--- src/design/hsl_pkg.sv ---
// hsl_pkg: constants and types shared by the sequence loop control files
package hsl_pkg;

  // =====================================================================
  // timing
  localparam int CLK_HZ = 40_000_000;
  localparam int WAIT_UNIT_MS = 10;
  localparam int WAIT_UNIT_CYCLES = (CLK_HZ / 1000) * WAIT_UNIT_MS;

  // =====================================================================
  // register offsets
  localparam logic [7:0] ADDR_SLOT_FIRST = 8'h0F;
  localparam logic [7:0] ADDR_SLOT_LAST = 8'h16;
  localparam logic [7:0] ADDR_REPEAT_LO = 8'h17;
  localparam logic [7:0] ADDR_REPEAT_HI = 8'h18;
  localparam logic [7:0] ADDR_MAIN_REPEAT = 8'h19;

  // =====================================================================
  // reset values
  localparam logic [7:0] RESET_REPEAT_LO = 8'h00;
  localparam logic [7:0] RESET_REPEAT_HI = 8'h00;
  localparam logic [7:0] RESET_MAIN_REPEAT = 8'h00;
  localparam logic [7:0] RESET_SLOT = 8'h00;

  // =====================================================================
  // field layout
  localparam int SLOT_COUNT = 8;
  localparam int SLOT_AW = 3;
  localparam int WAIT_BIT = 7;
  localparam int REPEAT_W = 2;
  localparam int PASS_W = 3;
  localparam logic [2:0] LAST_SLOT = 3'h7;
  localparam logic [2:0] PASS_INFINITE = 3'h7;

  // =====================================================================
  // sequencer states, gray along idle-fetch-decide-play
  typedef enum logic [2:0] {
    HSL_IDLE = 3'b000,
    HSL_FETCH = 3'b001,
    HSL_DECIDE = 3'b011,
    HSL_PLAY = 3'b010,
    HSL_DELAY = 3'b110
  } hsl_state_type;

endpackage

--- src/design/hsl_mem_if.sv ---
// hsl_mem_if: ports of the slot memory, one writer and two registered readers
`timescale 1ns/1ps
`default_nettype none
interface hsl_mem_if;
  logic wrEn;
  logic [2:0] wrAddr;
  logic [7:0] wrData;
  logic hostRdEn;
  logic [2:0] hostRdAddr;
  logic [7:0] hostRdData;
  logic engRdEn;
  logic [2:0] engRdAddr;
  logic [7:0] engRdData;

  modport ctrl (
    output wrEn, wrAddr, wrData, hostRdEn, hostRdAddr, engRdEn, engRdAddr,
    input hostRdData, engRdData
  );
  modport mem (
    input wrEn, wrAddr, wrData, hostRdEn, hostRdAddr, engRdEn, engRdAddr,
    output hostRdData, engRdData
  );
endinterface
`default_nettype wire

--- src/design/hsl_loop_control.sv ---
// hsl_loop_control: slot repeat and main pass control of the playback sequencer
`timescale 1ns/1ps
`default_nettype none
module hsl_loop_control #(
  parameter int WAIT_UNIT_CYCLES = hsl_pkg::WAIT_UNIT_CYCLES
) (
  // clock and reset
  input wire logic clk_sys,
  input wire logic rstn,
  // register port from the serial control decoder
  input wire logic regWriteEn,
  input wire logic regReadEn,
  input wire logic [7:0] regAddr,
  input wire logic [7:0] regWriteData,
  output logic [7:0] regReadData,
  output logic regReadValid,
  // playback control
  input wire logic playLaunch,
  input wire logic trigStop,
  // effect engine
  output logic effectStart,
  output logic [6:0] effectIndex,
  input wire logic effectDone,
  // status
  output logic seqBusy,
  output logic delayActive,
  output logic [hsl_pkg::SLOT_AW-1:0] activeSlot,
  output logic seqDone,
  output logic seqAbort
);
  import hsl_pkg::*;

  localparam int TW = $clog2(WAIT_UNIT_CYCLES + 1);

  generate
    if (WAIT_UNIT_CYCLES < 2) begin : g_bad_unit
      $error("WAIT_UNIT_CYCLES must be at least 2");
    end
  endgenerate

  hsl_mem_if memPort ();

  hsl_slot_memory u_slots (
    .clk_sys(clk_sys),
    .rstn(rstn),
    .port(memPort.mem)
  );

  logic [7:0] repeatLo;
  logic [7:0] repeatHi;
  logic [7:0] mainRepeat;
  hsl_state_type state;
  logic [2:0] slot;
  logic [REPEAT_W-1:0] repLeft;
  logic [PASS_W-1:0] passLeft;
  logic [6:0] delayLeft;
  logic [TW-1:0] tickCnt;
  logic launchPrev;
  logic rdStage;
  logic [7:0] rdAddrHeld;

  // =====================================================================
  // helpers
  function automatic logic [REPEAT_W-1:0] slotRepeat(input logic [2:0] s,
                                                     input logic [7:0] lo,
                                                     input logic [7:0] hi);
    logic [15:0] both;
    both = {hi, lo};
    return both[s*REPEAT_W +: REPEAT_W];
  endfunction

  function automatic logic isSlotAddr(input logic [7:0] a);
    return (a >= ADDR_SLOT_FIRST) && (a <= ADDR_SLOT_LAST);
  endfunction

  // =====================================================================
  // register file
  always_ff @(posedge clk_sys or negedge rstn) begin
    if (!rstn) begin
      repeatLo <= RESET_REPEAT_LO;
      repeatHi <= RESET_REPEAT_HI;
      mainRepeat <= RESET_MAIN_REPEAT;
    end else if (regWriteEn) begin
      if (regAddr == ADDR_REPEAT_LO) begin
        repeatLo <= regWriteData;
      end
      if (regAddr == ADDR_REPEAT_HI) begin
        repeatHi <= regWriteData;
      end
      if (regAddr == ADDR_MAIN_REPEAT) begin
        mainRepeat <= regWriteData;
      end
    end
  end

  logic [7:0] slotOffset;
  assign slotOffset = regAddr - ADDR_SLOT_FIRST;
  assign memPort.wrEn = regWriteEn && isSlotAddr(regAddr);
  assign memPort.wrAddr = slotOffset[2:0];
  assign memPort.wrData = regWriteData;
  assign memPort.hostRdEn = regReadEn && isSlotAddr(regAddr);
  assign memPort.hostRdAddr = slotOffset[2:0];

  // =====================================================================
  // read path: one staging cycle so slot words and flat registers answer alike
  always_ff @(posedge clk_sys or negedge rstn) begin
    if (!rstn) begin
      rdStage <= 1'b0;
      rdAddrHeld <= 8'h00;
      regReadData <= 8'h00;
      regReadValid <= 1'b0;
    end else begin
      rdStage <= regReadEn;
      regReadValid <= rdStage;
      if (regReadEn) begin
        rdAddrHeld <= regAddr;
      end
      if (rdStage) begin
        if (isSlotAddr(rdAddrHeld)) begin
          regReadData <= memPort.hostRdData;
        end else if (rdAddrHeld == ADDR_REPEAT_LO) begin
          regReadData <= repeatLo;
        end else if (rdAddrHeld == ADDR_REPEAT_HI) begin
          regReadData <= repeatHi;
        end else if (rdAddrHeld == ADDR_MAIN_REPEAT) begin
          regReadData <= mainRepeat;
        end else begin
          regReadData <= 8'h00;
        end
      end
    end
  end

  // =====================================================================
  // decode of the fetched slot word
  logic [7:0] slotWord;
  logic slotIsStop;
  logic slotIsDelay;
  logic unitTick;
  logic effDone;
  logic goReplay;
  logic goNext;
  logic goEnd;
  logic loopAgain;
  logic startReq;
  logic stopReq;

  assign slotWord = memPort.engRdData;
  assign slotIsDelay = slotWord[WAIT_BIT];
  assign slotIsStop = !slotIsDelay && (slotWord[6:0] == 7'h00);
  assign unitTick = (state == HSL_DELAY) && (tickCnt == TW'(WAIT_UNIT_CYCLES - 1));
  // a zero-length delay counts as played at once
  assign effDone = ((state == HSL_PLAY) && effectDone) ||
                   ((state == HSL_DELAY) && unitTick && (delayLeft == 7'h01)) ||
                   ((state == HSL_DECIDE) && slotIsDelay && (slotWord[6:0] == 7'h00));
  assign goReplay = effDone && (repLeft != '0);
  assign goNext = effDone && (repLeft == '0) && (slot != LAST_SLOT);
  assign goEnd = ((state == HSL_DECIDE) && slotIsStop) ||
                 (effDone && (repLeft == '0) && (slot == LAST_SLOT));
  // an empty first slot ends playback even when looping, to avoid spinning
  assign loopAgain = (passLeft != '0) &&
                     !((state == HSL_DECIDE) && slotIsStop && (slot == 3'h0));
  assign startReq = (state == HSL_IDLE) && playLaunch && !launchPrev;
  assign stopReq = (state != HSL_IDLE) && (trigStop || !playLaunch);

  assign memPort.engRdEn = (state == HSL_FETCH);
  assign memPort.engRdAddr = slot;

  always_ff @(posedge clk_sys or negedge rstn) begin
    if (!rstn) begin
      launchPrev <= 1'b0;
    end else begin
      launchPrev <= playLaunch;
    end
  end

  // =====================================================================
  // sequencer
  always_ff @(posedge clk_sys or negedge rstn) begin
    if (!rstn) begin
      state <= HSL_IDLE;
      slot <= 3'h0;
      repLeft <= '0;
      passLeft <= '0;
      delayLeft <= 7'h00;
    end else if (stopReq) begin
      state <= HSL_IDLE;
    end else if (goReplay) begin
      repLeft <= repLeft - 1'b1;
      state <= HSL_DECIDE;
    end else if (goNext) begin
      slot <= slot + 3'h1;
      state <= HSL_FETCH;
    end else if (goEnd) begin
      if (loopAgain) begin
        slot <= 3'h0;
        if (passLeft != PASS_INFINITE) begin
          passLeft <= passLeft - 1'b1;
        end
        state <= HSL_FETCH;
      end else begin
        state <= HSL_IDLE;
      end
    end else begin
      unique case (state)
        HSL_IDLE: begin
          if (startReq) begin
            slot <= 3'h0;
            passLeft <= mainRepeat[PASS_W-1:0];
            state <= HSL_FETCH;
          end
        end
        HSL_FETCH: begin
          repLeft <= slotRepeat(slot, repeatLo, repeatHi);
          state <= HSL_DECIDE;
        end
        HSL_DECIDE: begin
          if (slotIsDelay) begin
            delayLeft <= slotWord[6:0];
            state <= HSL_DELAY;
          end else begin
            state <= HSL_PLAY;
          end
        end
        HSL_PLAY: begin
        end
        HSL_DELAY: begin
          if (unitTick) begin
            delayLeft <= delayLeft - 7'h01;
          end
        end
        default: begin
          state <= HSL_IDLE;
        end
      endcase
    end
  end

  // =====================================================================
  // 10 ms unit divider, restarted on each delay entry
  always_ff @(posedge clk_sys or negedge rstn) begin
    if (!rstn) begin
      tickCnt <= '0;
    end else if (state != HSL_DELAY || unitTick) begin
      tickCnt <= '0;
    end else begin
      tickCnt <= tickCnt + 1'b1;
    end
  end

  // =====================================================================
  // effect launch and completion pulses
  always_ff @(posedge clk_sys or negedge rstn) begin
    if (!rstn) begin
      effectStart <= 1'b0;
      effectIndex <= 7'h00;
      seqDone <= 1'b0;
      seqAbort <= 1'b0;
    end else begin
      effectStart <= !stopReq && (state == HSL_DECIDE) && !slotIsDelay && !slotIsStop;
      if ((state == HSL_DECIDE) && !slotIsDelay) begin
        effectIndex <= slotWord[6:0];
      end
      seqDone <= !stopReq && goEnd && !loopAgain;
      seqAbort <= stopReq;
    end
  end

  assign seqBusy = (state != HSL_IDLE);
  assign delayActive = (state == HSL_DELAY);
  assign activeSlot = slot;
endmodule
`default_nettype wire

--- src/design/hsl_slot_memory.sv ---
// hsl_slot_memory: eight slot words (delay select plus effect index)
`timescale 1ns/1ps
`default_nettype none
module hsl_slot_memory (
  // clock and reset
  input wire logic clk_sys,
  input wire logic rstn,
  // access ports
  hsl_mem_if.mem port
);
  import hsl_pkg::*;

  logic [7:0] mem [SLOT_COUNT];

  // =====================================================================
  // storage, cleared so that slot 1 reads as a stop word after reset
  always_ff @(posedge clk_sys or negedge rstn) begin
    if (!rstn) begin
      for (int i = 0; i < SLOT_COUNT; i++) begin
        mem[i] <= RESET_SLOT;
      end
    end else if (port.wrEn) begin
      mem[port.wrAddr] <= port.wrData;
    end
  end

  // =====================================================================
  // registered read ports
  always_ff @(posedge clk_sys or negedge rstn) begin
    if (!rstn) begin
      port.hostRdData <= RESET_SLOT;
    end else if (port.hostRdEn) begin
      port.hostRdData <= mem[port.hostRdAddr];
    end
  end

  always_ff @(posedge clk_sys or negedge rstn) begin
    if (!rstn) begin
      port.engRdData <= RESET_SLOT;
    end else if (port.engRdEn) begin
      port.engRdData <= mem[port.engRdAddr];
    end
  end
endmodule
`default_nettype wire

--- config.mk ---
export PLATFORM = sky130hd
export DESIGN_NAME = hsl_loop_control
export DESIGN_NICKNAME = d
export VERILOG_FILES = /design/src/design/hsl_pkg.sv /design/src/design/hsl_mem_if.sv /design/src/design/hsl_loop_control.sv /design/src/design/hsl_slot_memory.sv
export SDC_FILE = /design/constraint.sdc
export NUM_CORES = 1
export LEC_CHECK = 0
export BUFFER_PORTS_ARGS = -buffer_cell sky130_fd_sc_hd__clkbuf_2
export CAP_MARGIN = 40
export CORE_MARGIN = 5
export CORE_UTILIZATION = 30
export CTS_BUF_LIST = sky130_fd_sc_hd__clkbuf_4 sky130_fd_sc_hd__clkbuf_8 sky130_fd_sc_hd__clkbuf_16
export DETAILED_ROUTE_END_ITERATION = 7
export GPL_ROUTABILITY_DRIVEN = 0
export SLEW_MARGIN = 25
export SYNTH_ARGS = -nofsm -noshare
export SYNTH_HDL_FRONTEND = slang
export SYNTH_SLANG_ARGS = --single-unit
--- constraint.sdc ---
create_clock -name clk_sys -period 2.7 [get_ports clk_sys]
set_clock_uncertainty 0.05 [all_clocks]
set_input_delay 0.675 -clock clk_sys [delete_from_list [all_inputs] [get_ports clk_sys]]
set_output_delay 0.675 -clock clk_sys [all_outputs]
set_load 0.005 [all_outputs]
# --- After elaboration in Yosys (flattened, before gate mapping) ---
# Cells that the tools add are included.
# Widths: inputs -> output; s select.
classes:
  n_addsub: 6
  order_cmp: 7
  n_eq_ne: 25
  n_shift: 1
  mux: 39
  bitwise: 6
  n_reduce_logical: 62
ops:
  columns: ["operator", "count"]
  rows:
  - ["$mux 8", 9]
  - ["$bwmux 64", 1]
  - ["$bmux 8 s3", 2]
  - ["$eq 8x5->1 const B", 6]
  - ["$mux 3", 16]
  - ["$logic_and 1x1->1", 28]
  - ["$demux 8 s3", 1]
  - ["$add 19x1->19 const B", 1]
  - ["$eq 19x19->1 const B", 1]
  - ["$mux 19", 1]
  - ["$ge 8x4->1 const B", 2]
  - ["$le 8x5->1 const B", 2]
  - ["$shiftx 16x5->2", 1]
  - ["$mux 7", 2]
  - ["$pmux 7 s2", 1]
  - ["$reduce_and 7->1", 2]
  - ["$pmux 3 s4", 1]
  - ["$reduce_bool 3->1", 4]
  - ["$reduce_bool 2->1", 5]
  - ["$ne 3x3->1 const B", 3]
  - ["$ge 4x4->1 const B", 2]
  - ["$mux 2", 4]
  - ["$ne 2x1->1 const B", 4]
  - ["$not 3->4", 2]
  - ["25 further kinds", 45]
totals:
  ff_bits: 170
  input_bits: 23
  out_inout_bits: 24
  word_cells: 174

# --- Logic depth before layout (Yosys ltp) ---
# Gate-level depths: netlist (run 1).
depth:
  word_depth: 13
  depth_mapped: 10
  ltp_nobuf: 8

# --- Modules after synthesis ---
# From an unflattened synthesis (run 1), not the netlist that was laid out.
hier_totals:
  hier_cells: 753
  area_unflattened_um2: 8821.0
modules_own_cells:
  columns: ["mod", "instances", "cells_per_inst", "area_each_um2", "seq_area_each_um2"]
  rows:
  - ["hsl_loop_control", 1, 427, 4647.0, 2252.2]
  - ["hsl_slot_memory", 1, 326, 4174.0, 2001.9]

# --- Worst setup path before layout (run 1) ---
# No wires, ideal clock.
synth_timing:
  path_kind: "reg-to-reg"
  from: "register slot[0] (netlist: activeSlot[0])"
  to: "register passLeft[0]"
  setup_ps: 127
  arrival_ps: 2365
  required_time_ps: 2523
  path_slack_ps: 158
  stages_incl_launch_ff: 11
  n_path_buf: 2
  synth_period_minus_slack_ps: 2542
  path_cell_list: "dfrtp_1 > buf_2 > buf_2 > inv_1 > ha_1 > nor2b_1 > a41o_1 > a21oi_1 > nand2_1 > o32ai_1 > o2bb2ai_1"
synth_via:
  elab_chain_len: 6
  word_cells_on_any_way: 16
  cone_classes: "eq/ne: 4; mux: 1; bitwise: 1; reduce/logical: 10"
synth_lines:
  columns: ["item", "line_no", "source"]
  rows:
  - ["start: declaration", "hsl_loop_control.sv:53", "logic [2:0] slot;"]
  - ["start signal: assignment", "hsl_loop_control.sv:192", "slot <= slot + 3'h1;"]
  - ["$logic_not 3->1", "hsl_loop_control.sv:162", "!((state == HSL_DECIDE) && slotIsStop && (slot == 3'h0));"]
  - ["$logic_and 1x1->1", "hsl_loop_control.sv:162", null]
  - ["$logic_not 1->1", "hsl_loop_control.sv:162", null]
  - ["$logic_and 1x1->1", "hsl_loop_control.sv:161", "assign loopAgain = (passLeft != '0) &&"]
  - ["$ne 2x1->1 (no line)", null, null]
  - ["$reduce_and 7->1 (no line)", null, null]
  - ["end signal: assignment", "hsl_loop_control.sv:198", "passLeft <= passLeft - 1'b1;"]
  - ["end signal: assignment", "hsl_loop_control.sv:209", "passLeft <= mainRepeat[PASS_W-1:0];"]
  - ["end: declaration", "hsl_loop_control.sv:55", "logic [PASS_W-1:0] passLeft;"]
# Several ways; a longest one is shown, not always the timed one.
# A chain may end at the register's enable or synchronous reset.

# --- Worst setup path after layout (run 1) ---
layout_timing:
  from: "register state[0]"
  to: "output port delayActive"
layout_via:
  elab_chain_len: 1
layout_lines:
  columns: ["item", "line_no", "source"]
  rows:
  - ["start: declaration", "hsl_loop_control.sv:52", "hsl_state_type state;"]
  - ["start signal: assignment", "hsl_loop_control.sv:181", "state <= HSL_IDLE;"]
  - ["start signal: assignment", "hsl_loop_control.sv:187", "state <= HSL_IDLE;"]
  - ["start signal: assignment", "hsl_loop_control.sv:190", "state <= HSL_DECIDE;"]
  - ["$eq 3x3->1", "hsl_loop_control.sv:270", "assign delayActive = (state == HSL_DELAY);"]
  - ["end: declaration", "hsl_loop_control.sv:26", "output logic delayActive,"]
# No other way between the ends.

==> metrics.cfg, run 1 <==
[synth]
syn_nets = 781
synth_seq_cells = 170
netlist_area_sq_um = 8670
yosys_warnings = 0
ys.flop_type = dfrtp_1
synth-seq-area-share_pct = 49.0
yosys-top-cells-count = dfrtp_1 (170), mux2_2 (104), nor2_1 (70), nand2_1 (69), mux2i_1 (35)
synth.distinct_cells = 71
synthArstFlopShare_pct = 100
synth_top_cell_area_share_pct = 49.0
synth.most_common_cell = dfrtp_1
yosysTopAreaCell = dfrtp_1
avgSynthCellArea_sq_um = 11.7
netlist_top_cells_area = dfrtp_1 (49%), mux2_2 (14%), mux4_2 (5.2%)
syn_inst = 744
synth_edf_count = 0

[floorplanning]
start_util_pct = 30.3
dieArea_sq_um = 32400
rows = 62
fp.dieH_um = 180
ioPinCount = 47
chipWidth_um = 180
core_area_sq_um = 28600

[critical_path]
cp_slowest_stage_delay_ns = 0.48
required_ns = 1.98
crit_chain = nand3b_2 -> buf_4 -> clkinv_1 -> clkbuf_2
path_class = register to output pin
critical_path.startpoint_type = register
reg2reg_from = tickCnt[14]$_DFF_PN0_
crit_fanout = 16
startpoint = state[0]$_DFFE_PN0P_
crit_arrival_ns = 1.73
cp.depth = 4
critPathTopFamily = buffers and inverters
cp_slowest_cell = dfrtp_1
cp-end-kind = output pin
path_buf_inv = 3
reg2reg_depth = 7

[cells_and_area]
area_growth_pct = 15.9
finish.utilization_pct = 35.1
fillers = 2868
final_nets = 840
fin_cells = 1200
layout-drive-gt1-share_pct = 31.5
antenna_cells = 0

[grt]
grt_pass1_vias = 6070
grt_pass1_wl_um = 34400
grt_overflow = 0
antenna_found_initial = 0
grt_max_degree = 63
track_usage_pct = 13.0

[power]
leakagePower_nw = 4.55
combPwrFrac_pct = 21.2
power_frac_seq_pct = 45.6
p_per_area_nw_per_um2 = 699
swShare_pct = 31.6
p_int_w = 0.00481
p_sw_w = 0.00222
max-vdd-ir-drop_mv = 0.473
clkPwrFrac_pct = 33.3
finalPower_w = 0.00702

[clock_tree]
hold_buffers = 0
cts-resized-gates = 0
cts_made_buffers = 17
clk_pin_slew_worst_paths_ns = 0.06
cts_buffer_depth = 2
clk_latency_ns = 0.43
cts_sinks = 170
cts_tree = built
htreeDepth = 4
cts_root_buffer = clkbuf_16
cts_setup_buffers = 0

[routing]
dr.pass1.iters = 5
wire_per_inst_um = 17.3
route.detailed.drc = 0
ant_nets = 0
routed_wl_um = 20800
vias = 6046
first_iter_violations = 412
viasPerCell = 5.04

[timing]
slew_headroom_pct = 58.8
min_period_ns = 2.46
min_period_over_period_pct = 90.9
finalSetupViolCount = 0
hold_violations = 0
grt_setup_unrepaired = false
fin_ws_ns = 0.244
slew_violations = 0
tightest_slew_ns = 0.618
fin_tns_setup_ns = 0
clock.fmax_mhz = 407

[placement]
place_inst = 1168
place.port_buffers = 46
dp_slack_ns = 0.0172
dp_hpwl_um = 15000

[job]
drv_cap = 0

[outcome]
outcome = completed

[worst_hold_path]
hold_class = input port to async pin

==> worst paths after layout <==
| check | to | slack [ns] |
|---|---|---|
| setup / recovery | delayActive | 0.24 |
| hold / removal | passLeft[1]$_DFFE_PN0P_ | 0.19 |
| setup reg to reg | repLeft[1]$_DFFE_PN0P_ | 0.29 |
| hold reg to reg | effectIndex[5]$_DFFE_PN0P_ | 0.43 |
| max in group asynchronous | u_slots.mem[61]$_DFFE_PN0P_ | 1.74 |
| min in group clk_sys | launchPrev$_DFF_PN0_ | 0.34 |
==> placed cells by master (no fill, tap or decap), types with 3 or more instances in the layout <==
| cell type | netlist | final |
|---|---|---|
| inv_1 | 17 | 17 |
| nand4_1 | 4 | 4 |
| nand2b_1 | 4 | 4 |
| a222oi_1 | 8 | 8 |
| a211oi_1 | 4 | 3 |
| nand4b_1 | 3 | 3 |
| nand3_1 | 13 | 13 |
| and2_1 | 5 | 5 |
| a31oi_1 | 12 | 12 |
| nor4bb_1 | 3 | 3 |
| inv_6 | 0 | 4 |
| and3_1 | 10 | 10 |
| buf_4 | 1 | 28 |
| a21oi_1 | 25 | 25 |
| nor3_1 | 3 | 3 |
| o21ai_1 | 11 | 11 |
| nor2_1 | 70 | 70 |
| xnor2_1 | 3 | 3 |
| ha_1 | 14 | 14 |
| dfrtp_1 | 170 | 170 |
| mux2_2 | 104 | 104 |
| clkbuf_16 | 0 | 17 |
| mux2i_1 | 35 | 35 |
| clkbuf_2 | 0 | 45 |
| nor2b_1 | 4 | 4 |
| mux4_2 | 20 | 20 |
| nand2_1 | 69 | 69 |
| xor2_1 | 16 | 16 |
| o21ai_0 | 8 | 8 |
| nand3b_1 | 3 | 3 |
| o22ai_1 | 17 | 17 |
==> stage by stage <==
step	instance area, sq um	hold slack [ns]
after floorplan	8670	0.302
after global placement	9480	0.414
after detailed placement	9490	0.419
after CTS	10000	0.210
after global routing	10000	0.230
final	10000	0.194
==> area by class of cell <==
cell class	instances	area, sq um	share of cell area (%)
multi-input combinational	518	4190	41.7
inverter	19	71.3	0.710
clock buffer	20	454	4.52
tap	384	480	4.78
sequential	170	4250	42.3
clock inverter	12	109	1.08
timing repair buffer	77	492	4.89
==> layer usage <==
| metal | vias up | global-route usage [%] | wire length (um) |
|---|---|---|---|
| li1 | 2831 | - | - |
| met1 | 3051 | 18.5 | 9960 |
| met2 | 146 | 20.2 | 9620 |
| met3 | 18 | 2.83 | 965 |
| met4 | 0 | 3.33 | 265 |
| met5 | - | 0 | 0 |
==> flip-flops by register name, indices dropped and copies added (netlist names) <==
| name | cells |
|---|---|
| tickCnt | 19 |
| u_slots.port.hostRdData | 8 |
| repeatHi | 8 |
| regReadData | 8 |
| repLeft | 2 |
| u_slots.port.engRdData | 8 |
| mainRepeat | 8 |
| u_slots.mem | 64 |
| delayLeft | 7 |
| effectStart | 1 |
| seqDone | 1 |
| repeatLo | 8 |
| passLeft | 3 |
| rdAddrHeld | 8 |
| effectIndex | 7 |
| launchPrev | 1 |
| state | 3 |
| seqAbort | 1 |
| regReadValid | 1 |
| rdStage | 1 |
| activeSlot | 3 |
==> power groups by stage <==
stage / combinational (W) / sequential [W] / clock (W)
after floorplan: 0.00107 / 0.00313 / 0
after global placement: 0.00148 / 0.00324 / 0
after detailed placement: 0.00150 / 0.00324 / 0
after CTS: 0.00151 / 0.00320 / 0.00240
after global routing: 0.00167 / 0.00325 / 0.00250
final: 0.00149 / 0.00320 / 0.00234
==> kinds of logic after synthesis <==
| kind of cell | Yosys count | synth area share [%] |
|---|---|---|
| adder cells (fa/ha/maj) | 14 | 2.02 |
| multiplexers | 159 | 22.7 |
| buffers and inverters | 56 | 2.73 |
| AND/OR/NAND/NOR | 217 | 12.8 |
| AO/OA/AOI/OAI | 109 | 8.76 |
| XOR/XNOR | 19 | 1.92 |
| flip-flops | 170 | 49.0 |
No activity file was read; power rests on OpenSTA's default activity.
==> run 2: changes to the inputs <==
--- a/config.mk
+++ b/config.mk
@@ -5,6 +5,7 @@
 export SDC_FILE = /design/constraint.sdc
 export NUM_CORES = 1
 export LEC_CHECK = 0
+export ABC_AREA = 1
 export BUFFER_PORTS_ARGS = -buffer_cell sky130_fd_sc_hd__clkbuf_2
 export CAP_MARGIN = 40
 export CORE_MARGIN = 5
==> metrics.cfg, run 2 <==
[timing]
tightest_slew_ns = 0.712  ; +0.0946 ns
grt_setup_unrepaired = false
slew_violations = 0  ; unchanged
min_period_ns = 2.35  ; -0.101 ns
clock.fmax_mhz = 425  ; +4.3%
hold_ws_ns = 0.140  ; -0.0537 ns
fin_tns_setup_ns = 0  ; unchanged
slew_headroom_pct = 52.5  ; -6.3 points
min_period_over_period_pct = 87.2  ; -3.8 points
finalSetupViolCount = 0  ; unchanged
hold_violations = 0  ; unchanged

[synth]
synth_top_cell_area_share_pct = 47.9  ; -1.2 points
yosys-top-cells-count = nand2_1 (245), dfrtp_1 (170), o21ai_0 (170), inv_1 (146), nor2_1 (67)
synth.most_common_cell = nand2_1
netlist_area_sq_um = 8890  ; +2.5%
synth.distinct_cells = 41  ; -42%
synth-seq-area-share_pct = 47.9  ; -1.2 points
synth_edf_count = 0  ; unchanged
syn_nets = 1155  ; +48%
yosysTopAreaCell = dfrtp_1
ys.flop_type = dfrtp_1
synthArstFlopShare_pct = 100  ; unchanged
yosys_warnings = 0  ; unchanged
avgSynthCellArea_sq_um = 7.95  ; -32%
synth_seq_cells = 170  ; unchanged
syn_inst = 1118  ; +50%
netlist_top_cells_area = dfrtp_1 (48%), nand2_1 (10%), o21ai_0 (9.6%)

[critical_path]
crit_arrival_ns = 1.63  ; -0.10 ns
cp-end-kind = output pin
crit_fanout = 70  ; +54
path_class = register to output pin
required_ns = 1.98  ; about the same
critical_path.startpoint_type = register

[routing]
vias = 7464  ; +23%
route.detailed.drc = 0  ; unchanged
routed_wl_um = 22800  ; +9.7%
dr.pass1.iters = 5  ; unchanged
first_iter_violations = 753  ; +83%
ant_nets = 0  ; unchanged
wire_per_inst_um = 14.6  ; -16%
viasPerCell = 4.78  ; -5.0%

[cells_and_area]
largest_register = u_slots.mem
final_cell_mix = nand2_1 (245), o21ai_0 (170), dfrtp_1 (169), inv_1 (146), nor2_1 (67)
final_area_sq_um = 10100  ; +0.69%
layout-drive-gt1-share_pct = 13.1  ; -18 points
final_nets = 1194  ; +42%
reg_top3 = u_slots.mem x64, tickCnt x19
area_growth_pct = 13.8
layout_commonest_cell = nand2_1
largest_reg_flops = 64  ; unchanged
fin_cells = 1560  ; +30%
antenna_cells = 0  ; unchanged

[power]
leakagePower_nw = 4.58  ; +0.47%
finalPower_w = 0.00777  ; +11%
max-vdd-ir-drop_mv = 0.500  ; +5.7%
p_per_area_nw_per_um2 = 768  ; +9.9%

[grt]
grt_pass1_wl_um = 37600  ; +9.4%
antenna_found_initial = 0  ; unchanged
grt_overflow = 0  ; unchanged
track_usage_pct = 13.9  ; +0.94 points
grt_max_degree = 71  ; +13%
grt_pass1_vias = 7046  ; +16%

[placement]
place.port_buffers = 46  ; unchanged
place_inst = 1528  ; +31%
dp_hpwl_um = 16100  ; +7.5%
postPlaceCellArea_sq_um = 9530  ; +0.45%

[clock_tree]
cts-resized-gates = 0  ; unchanged
htreeDepth = 4  ; unchanged
cts_buffer_depth = 2  ; unchanged
hold_buffers = 0  ; unchanged
cts_made_buffers = 17  ; unchanged
clk_latency_ns = 0.43  ; about the same
cts_root_buffer = clkbuf_16
clk_pin_slew_worst_paths_ns = 0.06  ; about the same
cts_tree = built
cts_setup_buffers = 0  ; unchanged
cts_sinks = 170  ; unchanged

[floorplanning]
ioPinCount = 47  ; unchanged
core_area_sq_um = 29500  ; +3.0%
rows = 63  ; +1.6%
start_util_pct = 30.2  ; -0.15 points
fp.dieH_um = 182  ; +1.2%
chipWidth_um = 182  ; +1.2%
dieArea_sq_um = 33200  ; +2.3%

[worst_hold_path]
hold_class = input port to async pin

[outcome]
outcome = completed

[job]
drv_cap = 0  ; unchanged

==> run 2: cell count changes in the layout (fill, tap and decap cells not counted), moves of 33 or more <==
cell	previous run	this run
mux2_2	104	0
inv_1	17	146
nand3_1	13	59
o21ai_0	8	170
mux2i_1	35	2
nand2_1	69	245
==> run 2: layer usage <==
layer	part of all wire, %	global-route usage, %
met5	0	0
met4	1.0	2.79
met3	5.3	2.93
met2	45	21.4
met1	48	20.4
==> run 2: critical path, cell delays in order, from the launching register on <==
cell and delay, ns:
dfrtp_2 0.38, buf_4 0.58, clkbuf_2 0.23
==> run 2: layout make-up <==
class                           instances  area [sq um]
Fill cell                            3082         19400
Sequential cell                       170          4260
Multi-Input combinational cell        753          3830
Inverter                              152           571
Tap cell                              390           488
Clock buffer                           19           447
Timing Repair Buffer                   63           389
Clock inverter                         13           143
==> run 2: worst paths after layout <==
kind                       depth (start not counted)                        end                      start  slack (ns)
max in group asynchronous                          2  rdAddrHeld[6]$_DFFE_PN0P_                       rstn        1.77
min in group clk_sys                               1       launchPrev$_DFF_PN0_                 playLaunch        0.36
setup reg to reg                                  12   delayLeft[1]$_DFFE_PN0P_       tickCnt[0]$_DFF_PN0_        0.45
hold reg to reg                                    1       tickCnt[0]$_DFF_PN0_       tickCnt[0]$_DFF_PN0_        0.41
setup / recovery                                   2              activeSlot[0]  activeSlot[0]$_DFFE_PN0P_        0.35
hold / removal                                     1       tickCnt[7]$_DFF_PN0_                       rstn        0.14
==> run 2: logic make-up after synthesis <==
kind of cell    share of synthesized area [%]
buf+inv                                  9.11
flops                                    47.9
xor+xnor                                0.788
mux                                     0.225
compound gates                           19.2
fa+ha+maj                                1.97
simple gates                             20.9
==> run 2: report_power, final <==
part	leakage [nW]	internal (W)	total (W)	switching, W
Clock	0.288	0.00141	0.00248	0.00107
Sequential	2.22	0.00289	0.00313	0.000239
Combinational	2.07	0.000744	0.00217	0.00142
Total	4.58	0.00504	0.00777	0.00273
==> run 2: per-stage QoR <==
step | utilization [%] | setup WS (ns)
detailed placement | 32.3 | 0.138
floorplan | - | 0.280
finish | 34.3 | 0.346
CTS | 34.3 | 0.341
global route | 34.3 | 0.231
global placement | 32.3 | 0.153
==> run 3: changes to the inputs <==
==> constraint.sdc (replaced) <==
create_clock -name clk_sys -period 2.7 [get_ports clk_sys]
set_clock_uncertainty 0.05 [all_clocks]
set_input_delay 0.54 -clock clk_sys [delete_from_list [all_inputs] [get_ports clk_sys]]
set_output_delay 0.54 -clock clk_sys [all_outputs]
set_load 0.005 [all_outputs]
==> metrics.cfg, run 3 (synthesis results as in run 2) <==
[clock_tree]
cts-resized-gates = 0  ; unchanged
cts_root_buffer = clkbuf_16
cts_made_buffers = 17  ; unchanged
clk_pin_slew_worst_paths_ns = 0.07  ; about the same
cts_buffer_depth = 2  ; unchanged
hold_buffers = 0  ; unchanged
clk_latency_ns = 0.43  ; about the same
cts_setup_buffers = 0  ; unchanged
htreeDepth = 4  ; unchanged
cts_sinks = 170  ; unchanged
cts_tree = built

[timing]
clock.fmax_mhz = 434  ; +2.3%
fin_ws_ns = 0.398  ; +0.0519 ns
tightest_slew_ns = 0.725  ; +0.0126 ns
fin_tns_setup_ns = 0  ; unchanged
hold_violations = 0  ; unchanged
grt_setup_unrepaired = false
min_period_ns = 2.30  ; -0.0519 ns
finalSetupViolCount = 0  ; unchanged
slew_violations = 0  ; unchanged
min_period_over_period_pct = 85.3  ; -1.9 points
slew_headroom_pct = 51.7  ; -0.84 points

[cells_and_area]
final_cell_mix = nand2_1 (245), o21ai_0 (170), dfrtp_1 (169), inv_1 (146), nor2_1 (67)
largest_register = u_slots.mem
final_area_sq_um = 10100  ; about the same
layout_commonest_cell = nand2_1
fillers = 3136  ; +1.8%
antenna_cells = 0  ; unchanged
area_growth_pct = 13.8  ; about the same
final_nets = 1195  ; +0.084%
layout-drive-gt1-share_pct = 13.2  ; +0.074 points
reg_top3 = u_slots.mem x64, tickCnt x19
largest_reg_flops = 64  ; unchanged

[grt]
grt_pass1_wl_um = 38600  ; +2.6%
grt_pass1_vias = 7252  ; +2.9%
grt_max_degree = 63  ; -11%
track_usage_pct = 14.2  ; +0.25 points
grt_overflow = 0  ; unchanged
antenna_found_initial = 0  ; unchanged

[routing]
ant_nets = 0  ; unchanged
route.detailed.drc = 0  ; unchanged
wire_per_inst_um = 14.7  ; +0.69%
vias = 7519  ; +0.74%
dr.pass1.iters = 5  ; unchanged
first_iter_violations = 632  ; -16%
routed_wl_um = 23000  ; +0.75%
viasPerCell = 4.82  ; +0.67%

[outcome]
outcome = completed

[floorplanning]
fp.dieH_um = 182  ; unchanged
ioPinCount = 47  ; unchanged
dieArea_sq_um = 33200  ; unchanged
chipWidth_um = 182  ; unchanged
core_area_sq_um = 29500  ; unchanged
rows = 63  ; unchanged
start_util_pct = 30.2  ; unchanged

[critical_path]
critical_path.startpoint_type = register
required_ns = 2.96  ; +0.98 ns
path_class = register to register
crit_fanout = 14  ; -80%
rrSetupSlack_ns = 0.40  ; -0.05 ns
crit_arrival_ns = 2.56  ; +0.93 ns
cp-end-kind = register

[job]
drv_cap = 0  ; unchanged

[placement]
dp_slack_ns = 0.110  ; -0.0282 ns
place.port_buffers = 46  ; unchanged
dp_hpwl_um = 16400  ; +1.6%
postPlaceCellArea_sq_um = 9520  ; about the same

[power]
power_frac_seq_pct = 40.1  ; -0.2 points
combPwrFrac_pct = 27.8  ; about the same
p_sw_w = 0.00276  ; +1.1%
clkPwrFrac_pct = 32.2  ; +0.3 points
max-vdd-ir-drop_mv = 0.464  ; -7.0%
p_int_w = 0.00505  ; about the same
swShare_pct = 35.4  ; +0.24 points
p_per_area_nw_per_um2 = 772  ; +0.44%
leakagePower_nw = 4.58  ; about the same

[worst_hold_path]
hold_class = input port to async pin

## run 3: layout make-up
cell class	instances	area [sq um]	area share [%]
Multi-Input combinational cell	753	3830	37.8
Timing Repair Buffer	64	384	3.80
Clock inverter	13	156	1.55
Inverter	152	571	5.64
Clock buffer	19	440	4.35
Tap cell	390	488	4.82
Sequential cell	170	4260	42.0
## run 3: layer usage
metal | routed length (um) | track usage [%]
met5 | 0 | 0
met1 | 11100 | 20.3
met2 | 10300 | 21.9
met4 | 363 | 3.90
met3 | 1220 | 2.75
## run 3: worst paths after layout
check | cells past startpoint | from | endpoint
setup / recovery | 12 | tickCnt[0]$_DFF_PN0_ | delayLeft[0]$_DFFE_PN0P_
hold / removal | 1 | rstn | tickCnt[10]$_DFF_PN0_
max in group asynchronous | 2 | rstn | u_slots.port.hostRdData[0]$_DFFE_PN0P_
setup reg to reg | 12 | tickCnt[0]$_DFF_PN0_ | delayLeft[0]$_DFFE_PN0P_
min in group clk_sys | 1 | playLaunch | launchPrev$_DFF_PN0_
hold reg to reg | 1 | tickCnt[0]$_DFF_PN0_ | tickCnt[0]$_DFF_PN0_
## run 3: critical path, stage by stage, from the launching register on
cell and delay, ns:
dfrtp_1 0.37, ha_1 0.18, nand2_1 0.08, nor2_2 0.16, nand2_2 0.09, nor2_4 0.13, a21oi_2 0.12, inv_2 0.26
o21ai_0 0.18, a21oi_2 0.20, nand2_4 0.17, nand2_1 0.12, o21ai_2 0.06
## run 3: power groups by stage
stage	Clock, W	Combinational (W)	Sequential, W
after global routing	0.00266	0.00249	0.00318
final	0.00251	0.00217	0.00313
after global placement	0	0.00213	0.00317
after CTS	0.00256	0.00218	0.00313
after floorplan	0	0.00152	0.00312
after detailed placement	0	0.00216	0.00317
## run 3: stage by stage
stage / util, % / power [W] / std cells / hold slack (ns)
4_1_cts: 34.3 / 0.00787 / 1561 / 0.0327
3_3_place_gp: 32.3 / 0.00530 / 1529 / 0.401
3_5_place_dp: 32.3 / 0.00533 / 1529 / 0.413
2_1_floorplan: - / 0.00464 / 1118 / 0.194
5_1_grt: 34.3 / 0.00832 / 1561 / 0.0473
6_report: 34.3 / 0.00781 / 1561 / 0.0177
